**src/hw/xba_pkg.sv**
```systemverilog
// Constants and types for the shared external bus arbitration block.
// Assumes one 50 MHz clock and node straps that are stable after reset.
// Contract
// Host holds bus request while it needs bus
// Owner releases bus, then asserts host grant
// Released bus outputs go high impedance
// Host request outranks every node request
// Grant held low until host request drops
// Only bus master drives grant; others monitor
// Host selects this device with chip select
// Wait acknowledge low until host access completes
// Acknowledge open drain unless drive mode set
// Acknowledge driven only with select and request
// External DMA pair a channel 7, b 6
// Drive own request line, monitor the rest
// Node number picks line; zero means single
// Node number fixed or changed in reset
// Priority select high rotating, low fixed
// Priority select equal everywhere, same cycle
// Slave core priority access preempts background DMA
// Core priority line open drain, pulls low
// Fixed lowest node wins; rotating demotes owner
package xba_pkg;

   // ------------------------------------------------------------
   // Sizes and codes
   // ------------------------------------------------------------
   localparam int XBA_NODES = 6;
   localparam logic [2:0] XBA_NODE_NONE = 3'h0;
   localparam logic [2:0] XBA_NODE_LAST = 3'h6;
   localparam logic [5:0] XBA_LINES_IDLE = 6'h00;
   localparam logic [5:0] XBA_LINE_ONE = 6'h01;

   // ------------------------------------------------------------
   // Ownership states, Gray along slave-master-yield-host
   // ------------------------------------------------------------
   typedef enum logic [1:0] {
      XBA_SLAVE  = 2'h0,
      XBA_MASTER = 2'h1,
      XBA_YIELD  = 2'h3,
      XBA_HOST   = 2'h2
   } xba_state_t;

endpackage

```
**src/hw/xba_node_sel.sv**
```systemverilog
// Decodes the node number into the one request line this node owns.
// Assumes the node number is already held stable by the caller.
`timescale 1ns/1ns
module xba_node_sel (
   input wire logic [2:0] node_number,
   output logic [5:0] line_onehot,
   output logic single_node
);

   // ------------------------------------------------------------
   // Per-line decode
   // ------------------------------------------------------------
   genvar gi;
   generate
      for (gi = 0; gi < xba_pkg::XBA_NODES; gi++) begin : g_line
         assign line_onehot[gi] = (node_number == 3'(gi + 1));
      end
   endgenerate

   assign single_node = (node_number == xba_pkg::XBA_NODE_NONE);

endmodule

```
**src/hw/xba_prio_pick.sv**
```systemverilog
// Picks the winning node among asserted request lines.
// Assumes every node sees the same request vector and select level.
`timescale 1ns/1ns
module xba_prio_pick (
   input wire logic [5:0] req,
   input wire logic rotate,
   input wire logic [2:0] last_owner,
   output logic [2:0] winner
);

   // ------------------------------------------------------------
   // Search from the start index; lowest offset wins
   // ------------------------------------------------------------
   always_comb begin
      int start;
      int idx;
      start = 0;
      idx = 0;
      winner = xba_pkg::XBA_NODE_NONE;
      // Rotation starts just past the last owner, demoting it
      if (rotate && last_owner != xba_pkg::XBA_NODE_NONE && last_owner != xba_pkg::XBA_NODE_LAST) begin
         start = int'(last_owner);
      end
      for (int k = xba_pkg::XBA_NODES - 1; k >= 0; k--) begin
         idx = (start + k) % xba_pkg::XBA_NODES;
         if (req[idx]) begin
            winner = 3'(idx + 1);
         end
      end
   end

endmodule

```
**src/hw/xba_arbiter.sv**
```systemverilog
// Bus ownership for one node: host handshake, node arbitration,
// wait acknowledge and external DMA pin mapping.
// Assumes all pins are synchronous to clk; open-drain and two-way
// pins are resolved outside from the out/oe pairs.
`timescale 1ns/1ns
module xba_arbiter (
   input wire logic clk,
   input wire logic reset_n,
   input wire logic host_bus_request_n,
   input wire logic chip_select_n,
   input wire logic host_bus_grant_n_in,
   output logic host_bus_grant_n_out,
   output logic host_bus_grant_oe,
   output logic host_wait_ack_out,
   output logic host_wait_ack_oe,
   input wire logic ack_drive_mode,
   input wire logic access_busy,
   input wire logic [2:0] node_number,
   input wire logic rotate_priority_sel,
   input wire logic [5:0] node_bus_requests_in,
   output logic [5:0] node_bus_requests_out,
   output logic [5:0] node_bus_requests_oe,
   input wire logic core_req,
   input wire logic dma_req,
   input wire logic core_priority_access_in,
   output logic core_priority_access_out,
   output logic core_priority_access_oe,
   output logic bus_drive_oe,
   output logic bus_master,
   input wire logic ext_dma_req_a_n,
   input wire logic ext_dma_req_b_n,
   input wire logic dma_chan7_grant,
   input wire logic dma_chan6_grant,
   output logic dma_chan7_req,
   output logic dma_chan6_req,
   output logic ext_dma_grant_a_n_out,
   output logic ext_dma_grant_b_n_out,
   output logic ext_dma_grant_oe
);

   // ------------------------------------------------------------
   // Node number capture
   // ------------------------------------------------------------
   logic [2:0] node_q;
   logic [2:0] node_d;
   logic node_cap_q;
   logic node_cap_d;
   logic [5:0] node_onehot;
   logic single_node;

   // Caught once after reset; later strap changes are ignored
   always_comb begin
      node_d = node_cap_q ? node_q : node_number;
      node_cap_d = 1'b1;
   end

   always_ff @(posedge clk or negedge reset_n) begin
      if (!reset_n) begin
         node_q <= xba_pkg::XBA_NODE_NONE;
         node_cap_q <= 1'b0;
      end else begin
         node_q <= node_d;
         node_cap_q <= node_cap_d;
      end
   end

   xba_node_sel u_node_sel (
      .node_number(node_q),
      .line_onehot(node_onehot),
      .single_node(single_node)
   );

   // ------------------------------------------------------------
   // Request vector and winner
   // ------------------------------------------------------------
   logic own_br_q;
   logic own_br_d;
   logic [5:0] req_vec;
   logic [2:0] owner_q;
   logic [2:0] owner_d;
   logic [2:0] owner_idx;
   logic [2:0] winner;
   logic owner_req;
   logic host_req;
   logic host_holds;
   logic free_to_arb;
   logic am_owner;

   // Own line taken from the register, not the pad, to avoid a loop
   genvar gi;
   generate
      for (gi = 0; gi < xba_pkg::XBA_NODES; gi++) begin : g_req
         assign req_vec[gi] = node_onehot[gi] ? own_br_q : ~node_bus_requests_in[gi];
      end
   endgenerate

   assign host_req = ~host_bus_request_n;
   assign host_holds = ~host_bus_grant_n_in;
   assign owner_idx = owner_q - 3'h1;
   assign owner_req = (owner_q != xba_pkg::XBA_NODE_NONE) && req_vec[owner_idx];
   assign free_to_arb = ~host_holds & ~host_req & ~owner_req;
   // No ownership until the strap is caught, else node 0 looks single
   assign am_owner = node_cap_q & (single_node | (owner_q == node_q));

   xba_prio_pick u_prio_pick (
      .req(req_vec),
      .rotate(rotate_priority_sel),
      .last_owner(owner_q),
      .winner(winner)
   );

   // Owner parks on the bus until someone else asks
   always_comb begin
      owner_d = owner_q;
      if (free_to_arb && winner != xba_pkg::XBA_NODE_NONE) begin
         owner_d = winner;
      end
   end

   // ------------------------------------------------------------
   // Ownership state machine
   // ------------------------------------------------------------
   xba_pkg::xba_state_t state_q;
   xba_pkg::xba_state_t state_d;
   logic cpa_yield;
   logic cpa_oe_q;
   logic cpa_oe_d;
   logic am_owner_next;

   // Stop pulling the shared line at the edge that makes us owner
   assign am_owner_next = node_cap_q & (owner_d == node_q);

   // A master busy only with background DMA steps aside for a core
   assign cpa_yield = am_owner & (state_q == xba_pkg::XBA_MASTER) & ~core_priority_access_in
                      & ~cpa_oe_q & ~core_req;

   always_comb begin
      own_br_d = ~single_node & (core_req | dma_req) & ~cpa_yield;
      cpa_oe_d = ~single_node & core_req & ~am_owner_next;
      state_d = state_q;
      unique case (state_q)
         xba_pkg::XBA_SLAVE: begin
            if (am_owner && !host_holds && !host_req) begin
               state_d = xba_pkg::XBA_MASTER;
            end
         end
         xba_pkg::XBA_MASTER: begin
            if (host_req) begin
               state_d = xba_pkg::XBA_YIELD;
            end else if (!am_owner) begin
               state_d = xba_pkg::XBA_SLAVE;
            end
         end
         xba_pkg::XBA_YIELD: begin
            state_d = xba_pkg::XBA_HOST;
         end
         xba_pkg::XBA_HOST: begin
            if (!host_req) begin
               state_d = am_owner ? xba_pkg::XBA_MASTER : xba_pkg::XBA_SLAVE;
            end
         end
      endcase
   end

   always_ff @(posedge clk or negedge reset_n) begin
      if (!reset_n) begin
         state_q <= xba_pkg::XBA_SLAVE;
         owner_q <= xba_pkg::XBA_NODE_NONE;
         own_br_q <= 1'b0;
         cpa_oe_q <= 1'b0;
      end else begin
         state_q <= state_d;
         owner_q <= owner_d;
         own_br_q <= own_br_d;
         cpa_oe_q <= cpa_oe_d;
      end
   end

   // ------------------------------------------------------------
   // Pin drive
   // ------------------------------------------------------------
   logic ack_sel;
   logic hbg_out_d;
   logic hbg_oe_d;
   logic ack_out_d;
   logic ack_oe_d;
   logic bus_oe_d;
   logic master_d;
   logic [5:0] br_out_d;

   assign ack_sel = ~chip_select_n & host_req;

   always_comb begin
      bus_oe_d = (state_d == xba_pkg::XBA_MASTER);
      master_d = (state_d == xba_pkg::XBA_MASTER);
      hbg_oe_d = (state_d != xba_pkg::XBA_SLAVE);
      hbg_out_d = (state_d != xba_pkg::XBA_HOST);
      // Open drain only ever pulls low; drive mode adds the high level
      ack_out_d = ack_drive_mode & ~access_busy;
      ack_oe_d = ack_sel & (ack_drive_mode | access_busy);
      br_out_d = {xba_pkg::XBA_NODES{~own_br_d}};
   end

   always_ff @(posedge clk or negedge reset_n) begin
      if (!reset_n) begin
         bus_drive_oe <= 1'b0;
         bus_master <= 1'b0;
         host_bus_grant_oe <= 1'b0;
         host_bus_grant_n_out <= 1'b1;
         host_wait_ack_out <= 1'b0;
         host_wait_ack_oe <= 1'b0;
         node_bus_requests_out <= ~xba_pkg::XBA_LINES_IDLE;
         node_bus_requests_oe <= xba_pkg::XBA_LINES_IDLE;
         core_priority_access_out <= 1'b0;
         core_priority_access_oe <= 1'b0;
      end else begin
         bus_drive_oe <= bus_oe_d;
         bus_master <= master_d;
         host_bus_grant_oe <= hbg_oe_d;
         host_bus_grant_n_out <= hbg_out_d;
         host_wait_ack_out <= ack_out_d;
         host_wait_ack_oe <= ack_oe_d;
         node_bus_requests_out <= br_out_d;
         node_bus_requests_oe <= node_onehot & {xba_pkg::XBA_NODES{node_cap_q}};
         core_priority_access_out <= 1'b0;
         core_priority_access_oe <= cpa_oe_d;
      end
   end

   // ------------------------------------------------------------
   // External DMA pins
   // ------------------------------------------------------------
   // Grants only drive while this node owns the bus
   always_ff @(posedge clk or negedge reset_n) begin
      if (!reset_n) begin
         dma_chan7_req <= 1'b0;
         dma_chan6_req <= 1'b0;
         ext_dma_grant_a_n_out <= 1'b1;
         ext_dma_grant_b_n_out <= 1'b1;
         ext_dma_grant_oe <= 1'b0;
      end else begin
         dma_chan7_req <= ~ext_dma_req_a_n;
         dma_chan6_req <= ~ext_dma_req_b_n;
         ext_dma_grant_a_n_out <= ~dma_chan7_grant;
         ext_dma_grant_b_n_out <= ~dma_chan6_grant;
         ext_dma_grant_oe <= bus_oe_d;
      end
   end

   // ------------------------------------------------------------
   // Checks
   // ------------------------------------------------------------
   a_yield_then_grant: assert property (@(posedge clk) disable iff (!reset_n)
      state_q == xba_pkg::XBA_MASTER && host_req |-> ##1 state_q == xba_pkg::XBA_YIELD ##1
      state_q == xba_pkg::XBA_HOST)
      else $error("master did not hand over to host in two cycles");

   a_grant_bus_off: assert property (@(posedge clk) disable iff (!reset_n)
      host_bus_grant_oe && !host_bus_grant_n_out |-> !bus_drive_oe && !ext_dma_grant_oe)
      else $error("bus driven while host granted");

   a_host_freeze_owner: assert property (@(posedge clk) disable iff (!reset_n)
      host_req |=> owner_q == $past(owner_q))
      else $error("owner changed during host request");

   a_grant_hold_low: assert property (@(posedge clk) disable iff (!reset_n)
      state_q == xba_pkg::XBA_HOST && host_req |=> !host_bus_grant_n_out && host_bus_grant_oe)
      else $error("grant not held low while host requests");

   a_grant_release: assert property (@(posedge clk) disable iff (!reset_n)
      state_q == xba_pkg::XBA_HOST && !host_req |=> host_bus_grant_n_out)
      else $error("grant not released after host request dropped");

   a_grant_slave_quiet: assert property (@(posedge clk) disable iff (!reset_n)
      $past(state_q) == xba_pkg::XBA_SLAVE && state_q == xba_pkg::XBA_SLAVE |-> !host_bus_grant_oe)
      else $error("slave drives host grant");

   a_ack_wait_low: assert property (@(posedge clk) disable iff (!reset_n)
      ack_sel && access_busy |=> host_wait_ack_oe && !host_wait_ack_out)
      else $error("wait not signalled during busy access");

   a_ack_open_drain: assert property (@(posedge clk) disable iff (!reset_n)
      !$past(ack_drive_mode) && host_wait_ack_oe |-> !host_wait_ack_out)
      else $error("acknowledge driven high in open drain mode");

   a_ack_only_sel: assert property (@(posedge clk) disable iff (!reset_n)
      host_wait_ack_oe |-> $past(ack_sel))
      else $error("acknowledge driven without select and request");

   a_dma_chan_map: assert property (@(posedge clk) disable iff (!reset_n)
      !ext_dma_req_a_n && ext_dma_req_b_n |=> dma_chan7_req && !dma_chan6_req)
      else $error("external DMA request on wrong channel");

   a_own_line_only: assert property (@(posedge clk) disable iff (!reset_n)
      node_cap_q |=> $onehot0(node_bus_requests_oe) && node_bus_requests_oe == $past(node_onehot))
      else $error("request line drive does not match node number");

   a_fixed_lowest: assert property (@(posedge clk) disable iff (!reset_n)
      free_to_arb && !rotate_priority_sel && winner != xba_pkg::XBA_NODE_NONE |=>
      ($past(req_vec) & ((xba_pkg::XBA_LINE_ONE << owner_idx) - xba_pkg::XBA_LINE_ONE)) == xba_pkg::XBA_LINES_IDLE)
      else $error("fixed priority passed over a lower node");

   a_cpa_preempt: assert property (@(posedge clk) disable iff (!reset_n)
      cpa_yield |=> !own_br_q ##1 node_bus_requests_out[0] == 1'b1)
      else $error("background DMA master kept its request");

   a_cpa_pull_low: assert property (@(posedge clk) disable iff (!reset_n)
      core_priority_access_oe |-> !core_priority_access_out && !am_owner)
      else $error("core priority line driven high or by owner");

endmodule

```
**config.mk**
```make
export PLATFORM = sky130hd
export DESIGN_NAME = xba_arbiter
export DESIGN_NICKNAME = d
export VERILOG_FILES = /design/src/hw/xba_pkg.sv /design/src/hw/xba_node_sel.sv /design/src/hw/xba_prio_pick.sv /design/src/hw/xba_arbiter.sv
export SDC_FILE = /design/constraint.sdc
export NUM_CORES = 1
export LEC_CHECK = 0
export BUFFER_PORTS_ARGS = -buffer_cell sky130_fd_sc_hd__buf_2
export CORE_ASPECT_RATIO = 1.25
export CORE_MARGIN = 4
export CORE_UTILIZATION = 51
export DETAILED_ROUTE_END_ITERATION = 10
export MAX_ROUTING_LAYER = met4
export PLACE_DENSITY = 0.77
export SYNTH_ARGS = -nofsm -noshare
export SYNTH_HDL_FRONTEND = slang
export SYNTH_HIERARCHICAL = 1
export SYNTH_SLANG_ARGS = --single-unit
export TNS_END_PERCENT = 1
```
**constraint.sdc**
```tcl
create_clock -name clk -period 5.2 [get_ports clk]
set_clock_uncertainty 0.05 [all_clocks]
set_input_delay 0.78 -clock clk [delete_from_list [all_inputs] [get_ports clk]]
set_output_delay 0.78 -clock clk [all_outputs]
set_load 0.01 [all_outputs]
```
Word-level counts from Yosys, hierarchy flattened
Index checks and enable logic that the tools add are counted.
{"block": "word_totals", "ff_bits": 27, "input_bits": 24, "word_cells": 147}
{"block": "classes", "n_addsub": 12, "div_mod_pow": 6, "n_lt_le_gt_ge": 7, "eq_ne": 14, "n_mux": 40, "bitwise_logic": 40, "n_reduce_logical": 11}
{"op": "< comparator 32 x 5 -> 1 bit (second input constant)", "count": 6}
{"op": "modulo 32 x 4 -> 32 bit (second input constant)", "count": 6}
{"op": "two-way mux 3 bit", "count": 8}
{"op": "binary-select mux 1 bit (select 3 bit)", "count": 7}
{"op": "inverter 1 bit", "count": 21}
{"op": "two-way mux 1 bit", "count": 20}
{"op": "adder 3 x 2 -> 3 bit (second input constant)", "count": 6}
{"op": "AND 1 bit", "count": 15}
{"op": "== test 3 bit (second input constant)", "count": 3}
{"op": "adder 3 x 2 -> 4 bit (second input constant)", "count": 2}
{"op": "adder 3 x 3 -> 4 bit (second input constant)", "count": 2}
{"op": "two-way mux 2 bit", "count": 4}
{"op": "case mux 2 bit (4 select lines)", "count": 1}
{"op": "AND 6 bit", "count": 1}
{"op": "== test 3 x 2 -> 1 bit (second input constant)", "count": 2}
{"op": "== test 3 bit", "count": 2}
{"op": "logical AND 1 bit", "count": 6}
{"op": "nonzero test 3 bit", "count": 2}
{"op": "adder 3 x 1 -> 4 bit (second input constant)", "count": 1}
{"op": "== test 2 x 1 -> 1 bit (second input constant)", "count": 2}
{"op": "== test 2 bit (second input constant)", "count": 2}
{"op": "< comparator 3 x 4 -> 1 bit (second input constant)", "count": 1}
{"op": "== test 3 x 1 -> 1 bit (second input constant)", "count": 1}
{"op": "zero test 3 bit", "count": 1}
{"op": "other kinds (6)", "count": 8}

Logic depth before layout (Yosys ltp)
{"block": "depth", "depth_word": 22, "mapped_depth": 26, "mapped_depth_nobuf": 23}

By module
Netlist, hierarchy kept.
{"module": "xba_prio_pick", "n_inst": 1, "cells_each": 177, "area_per_inst_um2": 1298.7, "seq_area_each_um2": 0.0}
{"module": "xba_arbiter", "n_inst": 1, "cells_each": 103, "area_per_inst_um2": 1247.4, "seq_area_each_um2": 680.7}
{"module": "xba_node_sel", "n_inst": 1, "cells_each": 7, "area_per_inst_um2": 57.6, "seq_area_each_um2": 0.0}

Worst setup path after synthesis
No wires, ideal clock.
{"block": "synth_path", "path_type": "input -> register", "start": "input port rotate_priority_sel", "end": "register core_priority_access_oe", "setup_ps": 88, "t_arrival_ps": 5286, "required_time_ps": 5062, "path_slack_ps": -225, "path_stages": 25, "cell_sequence": "and2_1 -> o21ai_1 -> inv_1 -> ha_1 -> clkbuf_1 -> o21ai_1 -> nand2b_1 -> buf_4 -> inv_2 -> ha_1 -> nor2b_1 -> o21ai_0 -> and3_1 -> a2111oi_2 -> inv_1 -> ha_1 -> xor2_1 -> nand3_1 -> o21a_1 -> a211oi_2 -> o311ai_0 -> a221oi_4 -> mux2_2 -> xnor2_1 -> a41oi_1"}
{"block": "synth_via", "elab_chain_cells": 21, "elab_cells_between_ends": 51, "cone_classes": "add/sub: 11; div: 6; eq/ne: 1; mux: 26; bitwise: 3; reduce/logical: 4"}
{"item": "start: declaration", "line": "xba_arbiter.sv:19", "source": "input wire logic rotate_priority_sel,"}
{"item": "logical AND 1 bit * (2 in a row)", "line": "xba_prio_pick.sv:21", "source": "if (rotate && last_owner != xba_pkg::XBA_NODE_NONE && last_owner != xba_pkg::XBA_NODE_LAST) begin"}
{"item": "two-way mux 3 bit *", "line": "xba_prio_pick.sv:21"}
{"item": "adder 3 x 3 -> 4 bit", "line": "xba_prio_pick.sv:25", "source": "idx = (start + k) % xba_pkg::XBA_NODES;"}
{"item": "modulo 32 x 4 -> 32 bit", "line": "xba_prio_pick.sv:25"}
{"item": "binary-select mux 1 bit (select 3 bit)", "line": "xba_prio_pick.sv:26", "source": "if (req[idx]) begin"}
{"item": "two-way mux 1 bit (implied by the code) (2 in a row)", "line": "xba_prio_pick.sv:26"}
{"item": "two-way mux 3 bit (5 in a row)", "line": "xba_prio_pick.sv:26"}
{"item": "two-way mux 3 bit *", "line": "xba_prio_pick.sv:26"}
{"item": "named net winner[2]", "line": "xba_arbiter.sv:82", "source": "logic [2:0] winner;"}
{"item": "[1 not listed]"}
{"item": "logical AND 1 bit *", "line": "xba_arbiter.sv:115", "source": "if (free_to_arb && winner != xba_pkg::XBA_NODE_NONE) begin"}
{"item": "two-way mux 3 bit *", "line": "xba_arbiter.sv:115"}
{"item": "named net owner_d[1]", "line": "xba_arbiter.sv:80", "source": "logic [2:0] owner_d;"}
{"item": "== test 3 bit *", "line": "xba_arbiter.sv:131", "source": "assign am_owner_next = node_cap_q & (owner_d == node_q);"}
{"item": "AND 1 bit *", "line": "xba_arbiter.sv:131"}
{"item": "inverter 1 bit *", "line": "xba_arbiter.sv:139", "source": "cpa_oe_d = ~single_node & core_req & ~am_owner_next;"}
{"item": "AND 1 bit *", "line": "xba_arbiter.sv:139"}
{"item": "named net cpa_oe_d", "line": "xba_arbiter.sv:127", "source": "logic cpa_oe_d;"}
{"item": "end signal: assignment", "line": "xba_arbiter.sv:226", "source": "core_priority_access_oe <= cpa_oe_d;"}
{"item": "end: declaration", "line": "xba_arbiter.sv:27", "source": "output logic core_priority_access_oe,"}
Mark *: on every way through the listed nets, which the timed path passes. The rest lies on a longest branch. The select of a mux whose other input is x is not followed.
A chain may end at the register's enable or synchronous reset.

Worst setup path after layout
Ends and elaborated chain as after synthesis.

==> run metrics <==
status completed; share of layout cells above drive strength 1 0.334; Top cell by count, worst path ha_1; met3 global-route usage 0.0253; Worst R2R End core_priority_access_oe$_DFF_PN0_; clock buffer depth 2; detail-routed via count per cell 5.81; initial antenna violation count 0; WP depth 24; final setup fails 0; final core occ 0.633; Synth Instances ~290; Final HPWL DP between 5000 and 6000 um; largest net degree at the start of global routing 28; area post-placement about 0.003 sq mm; Register Area 681 sq um; GR peak layer met2; Setup crit end core_priority_access_oe$_DFF_PN0_; pwr dens 547 mW/mm^2; post-synthesis sequential area ratio 0.261; crit path kind in -> reg; R2R depth 23; # diodes 0; commonest non-fill, non-tap cells in the layout buf_2, buf_4, dfrtp_1, ha_1, nand2_1; Slowest-stage cell, CP mux2_2; Core Area ~0.0048 sq mm; routing usage on met2 0.405; Worst setup SP type primary input; commonest non-fill, non-tap cell in the layout buf_2; WP buf/inv 4; htree depth 1; worst min path class in -> async; 1st-iter DRT viols 155; peak per-stage delay on the critical path around 0.40 ns; worst slew pin tran roughly 0.58 ns; Routed Antenna Nets 0; Die X-Extent roughly 70 um; area of the multi-input gates roughly 0.0017 sq mm; Max Slew Vio Count 0; I/O Buffers 47; Overflow after GRT 0; vias about 2,400; Min Hold Slack between 0.4 and 0.5 ns; VDD IR max roughly 0.36 mV; filler cell count 409; Post-synth ARST share 1.00; period utilisation layout 0.952; count of state elements after synthesis 27; Post-synth EDFFs 0; Critical Path Source rotate_priority_sel; syn_nets between 300 and 400; DRC errors left 0; Worst-Skew Late Latency about 0.27 ns; CTS buffer count 3; GRT Total Usage 0.222; initial core utilization 0.539; synthesized area per cell 9.07 sq um; WL final 6500 um; Worst-path clk slew around 0.090 ns; GP Congestion ~0.94; # IOs a little under 50; first-pass GRT wire length ~11,000 um; chip height 87.9 um; Root Buffer clkbuf_8; launch point of the worst reg-to-reg path owner_q[2]$_DFF_PN0_; r2r setup slk between 0.4 and 0.5 ns; worst-path cell chain buf_2 > and2_1 > o21ai_2 > inv_2 > ha_1 > nor3_1 > nand2b_1 > inv_2 > ha_1 > nor2b_1 > o21ai_0 > and3_1 > a2111oi_4 > inv_1 > ha_1 > xor2_1 > nand3_1 > o21a_1 > a211oi_2 > o311ai_1 > a221oi_4 > mux2_2 > xnor2_1 > a41oi_1; placement row count 28; hold_buf cts 0; worst-path fanout max 4; Worst setup EP type flop; design area 0.00306 sq mm; Leakage approximately 1.5 nW; Warnings, synthesis 6; vias in the first global route between 2,000 and 2,500; Nets about 400; fmax approximately 0.20 GHz; DR WL/cell approximately 16 um; Die ar. roughly 0.0063 sq mm; Area Overhead vs Synth 17.5%; Hold Vio Cnt, Final 0; unrepaired setup endpoints after global routing false; Top delay family on crit path compound AO/OA/AOI/OAI gates; distinct cell type count after synthesis 67; max-cap check violation count 0; Mapped Area between 0.002 and 0.003 sq mm; CTS tree done; 1st-pass router iterations 5; Post-CTS Setup Repair Bufs 0; top_reg_cell synth dfrtp_1; post-layout min period around 5.0 ns; Worst slew margin 0.616; clock tree sinks 27; met1 Track Usage GR 0.236; Worst Path Required approximately 5.4 ns; post-CTS resize count 0; CP Data Arrival Time between 5 and 6 ns
==> cell usage after synthesis (all sizes together) (2+ instances only) <==
cell type	number	area share
conb	2	0.0029
nand2b	7	0.017
mux2	10	0.043
and3b	3	0.012
a21oi	9	0.017
nor2	15	0.022
dfstp	4	0.040
nor3b	4	0.012
buf	13	0.037
o21ai	12	0.025
a211oi	2	0.0077
inv	24	0.035
xnor2	4	0.016
o21a	2	0.0058
dfrtp	23	0.22
nor2b	5	0.013
a41oi	2	0.0067
nor3	8	0.015
clkbuf	3	0.0043
a21boi	2	0.0058
or2	2	0.0048
and3	3	0.0072
nand3	10	0.019
a31oi	5	0.012
o22ai	5	0.012
and2	10	0.025
xor2	9	0.030
a32oi	3	0.016
ha	20	0.096
nand2	19	0.027
or4	3	0.0086
mux2i	19	0.074
o311ai	3	0.010
a311oi	2	0.0091
==> state kept, by name (all words and copies together) (netlist names), 2 cells and up <==
signal	cells
state_q	2
node_q	3
node_bus_requests_oe	6
owner_q	3
==> cells by family after synthesis <==
| logic type | count (synthesis) | synth area share |
|---|---|---|
| AO/OA/AOI/OAI | 60 | 0.189 |
| XOR/XNOR | 13 | 0.0466 |
| adder cells (fa/ha/maj) | 20 | 0.0961 |
| buffers and inverters | 40 | 0.0759 |
| flip-flops | 27 | 0.261 |
| multiplexers | 30 | 0.126 |
| other | 2 | 0.00288 |
| AND/OR/NAND/NOR | 95 | 0.201 |
==> worst min path at each step <==
| stage | from | cells after the start | slack (ns) | endpoint |
|---|---|---|---|---|
| finish | reset_n | 1 | 0.44 | bus_master$_DFF_PN0_ |
| global placement | state_q[0]$_DFF_PN0_ | 1 | 0.43 | host_bus_grant_n_out$_DFF_PN1_ |
| detailed placement | state_q[0]$_DFF_PN0_ | 1 | 0.45 | host_bus_grant_n_out$_DFF_PN1_ |
| CTS | state_q[0]$_DFF_PN0_ | 1 | 0.45 | host_bus_grant_n_out$_DFF_PN1_ |
| global route | state_q[0]$_DFF_PN0_ | 1 | 0.47 | host_bus_grant_n_out$_DFF_PN1_ |
| floorplan | state_q[1]$_DFF_PN0_ | 1 | 0.41 | host_bus_grant_n_out$_DFF_PN1_ |
==> final cells by class <==
cell class	count	area share
Tap cell	60	0.0245
Timing Repair Buffer	72	0.138
Sequential cell	27	0.222
Clock buffer	3	0.0135
Multi-Input combinational cell	220	0.569
Inverter	24	0.0294
Clock inverter	1	0.00245
==> report_power, final <==
part | internal, mW | switching, mW | total [mW]
Clock | 0.0544 | 0.0644 | 0.119
Sequential | 0.248 | 0.0365 | 0.284
Combinational | 0.577 | 0.694 | 1.27
==> routing by layer <==
metal	wire length [um]	up-vias
met4	274	0
met1	2550	1116
met3	289	24
met2	3390	79
met5	0	-
li1	-	1146
==> worst reg2reg max path, delay by kind of cell (launching register included) <==
family                   cells  cell delay [ns]
multiplexers                 1             0.40
XOR/XNOR                     2             0.28
adder cells (fa/ha/maj)      3             0.70
AO/OA/AOI/OAI                8             1.67
AND/OR/NAND/NOR              5             0.86
flip-flops                   1             0.43
buffers and inverters        4             0.31
==> through the flow <==
stage / total power, mW / std cells / TNS, ns / setup slack [ns]
floorplan: 1.18 / 287 / 0 / 0.0185
finish: 1.67 / 407 / 0 / 0.247
global placement: 1.50 / 403 / 0 / 0.0469
detailed placement: 1.54 / 403 / -0.132 / -0.132
CTS: 1.67 / 407 / 0 / 0.153
global route: 1.82 / 407 / 0 / 0.0402
Power figures use the tool's default switching activity.
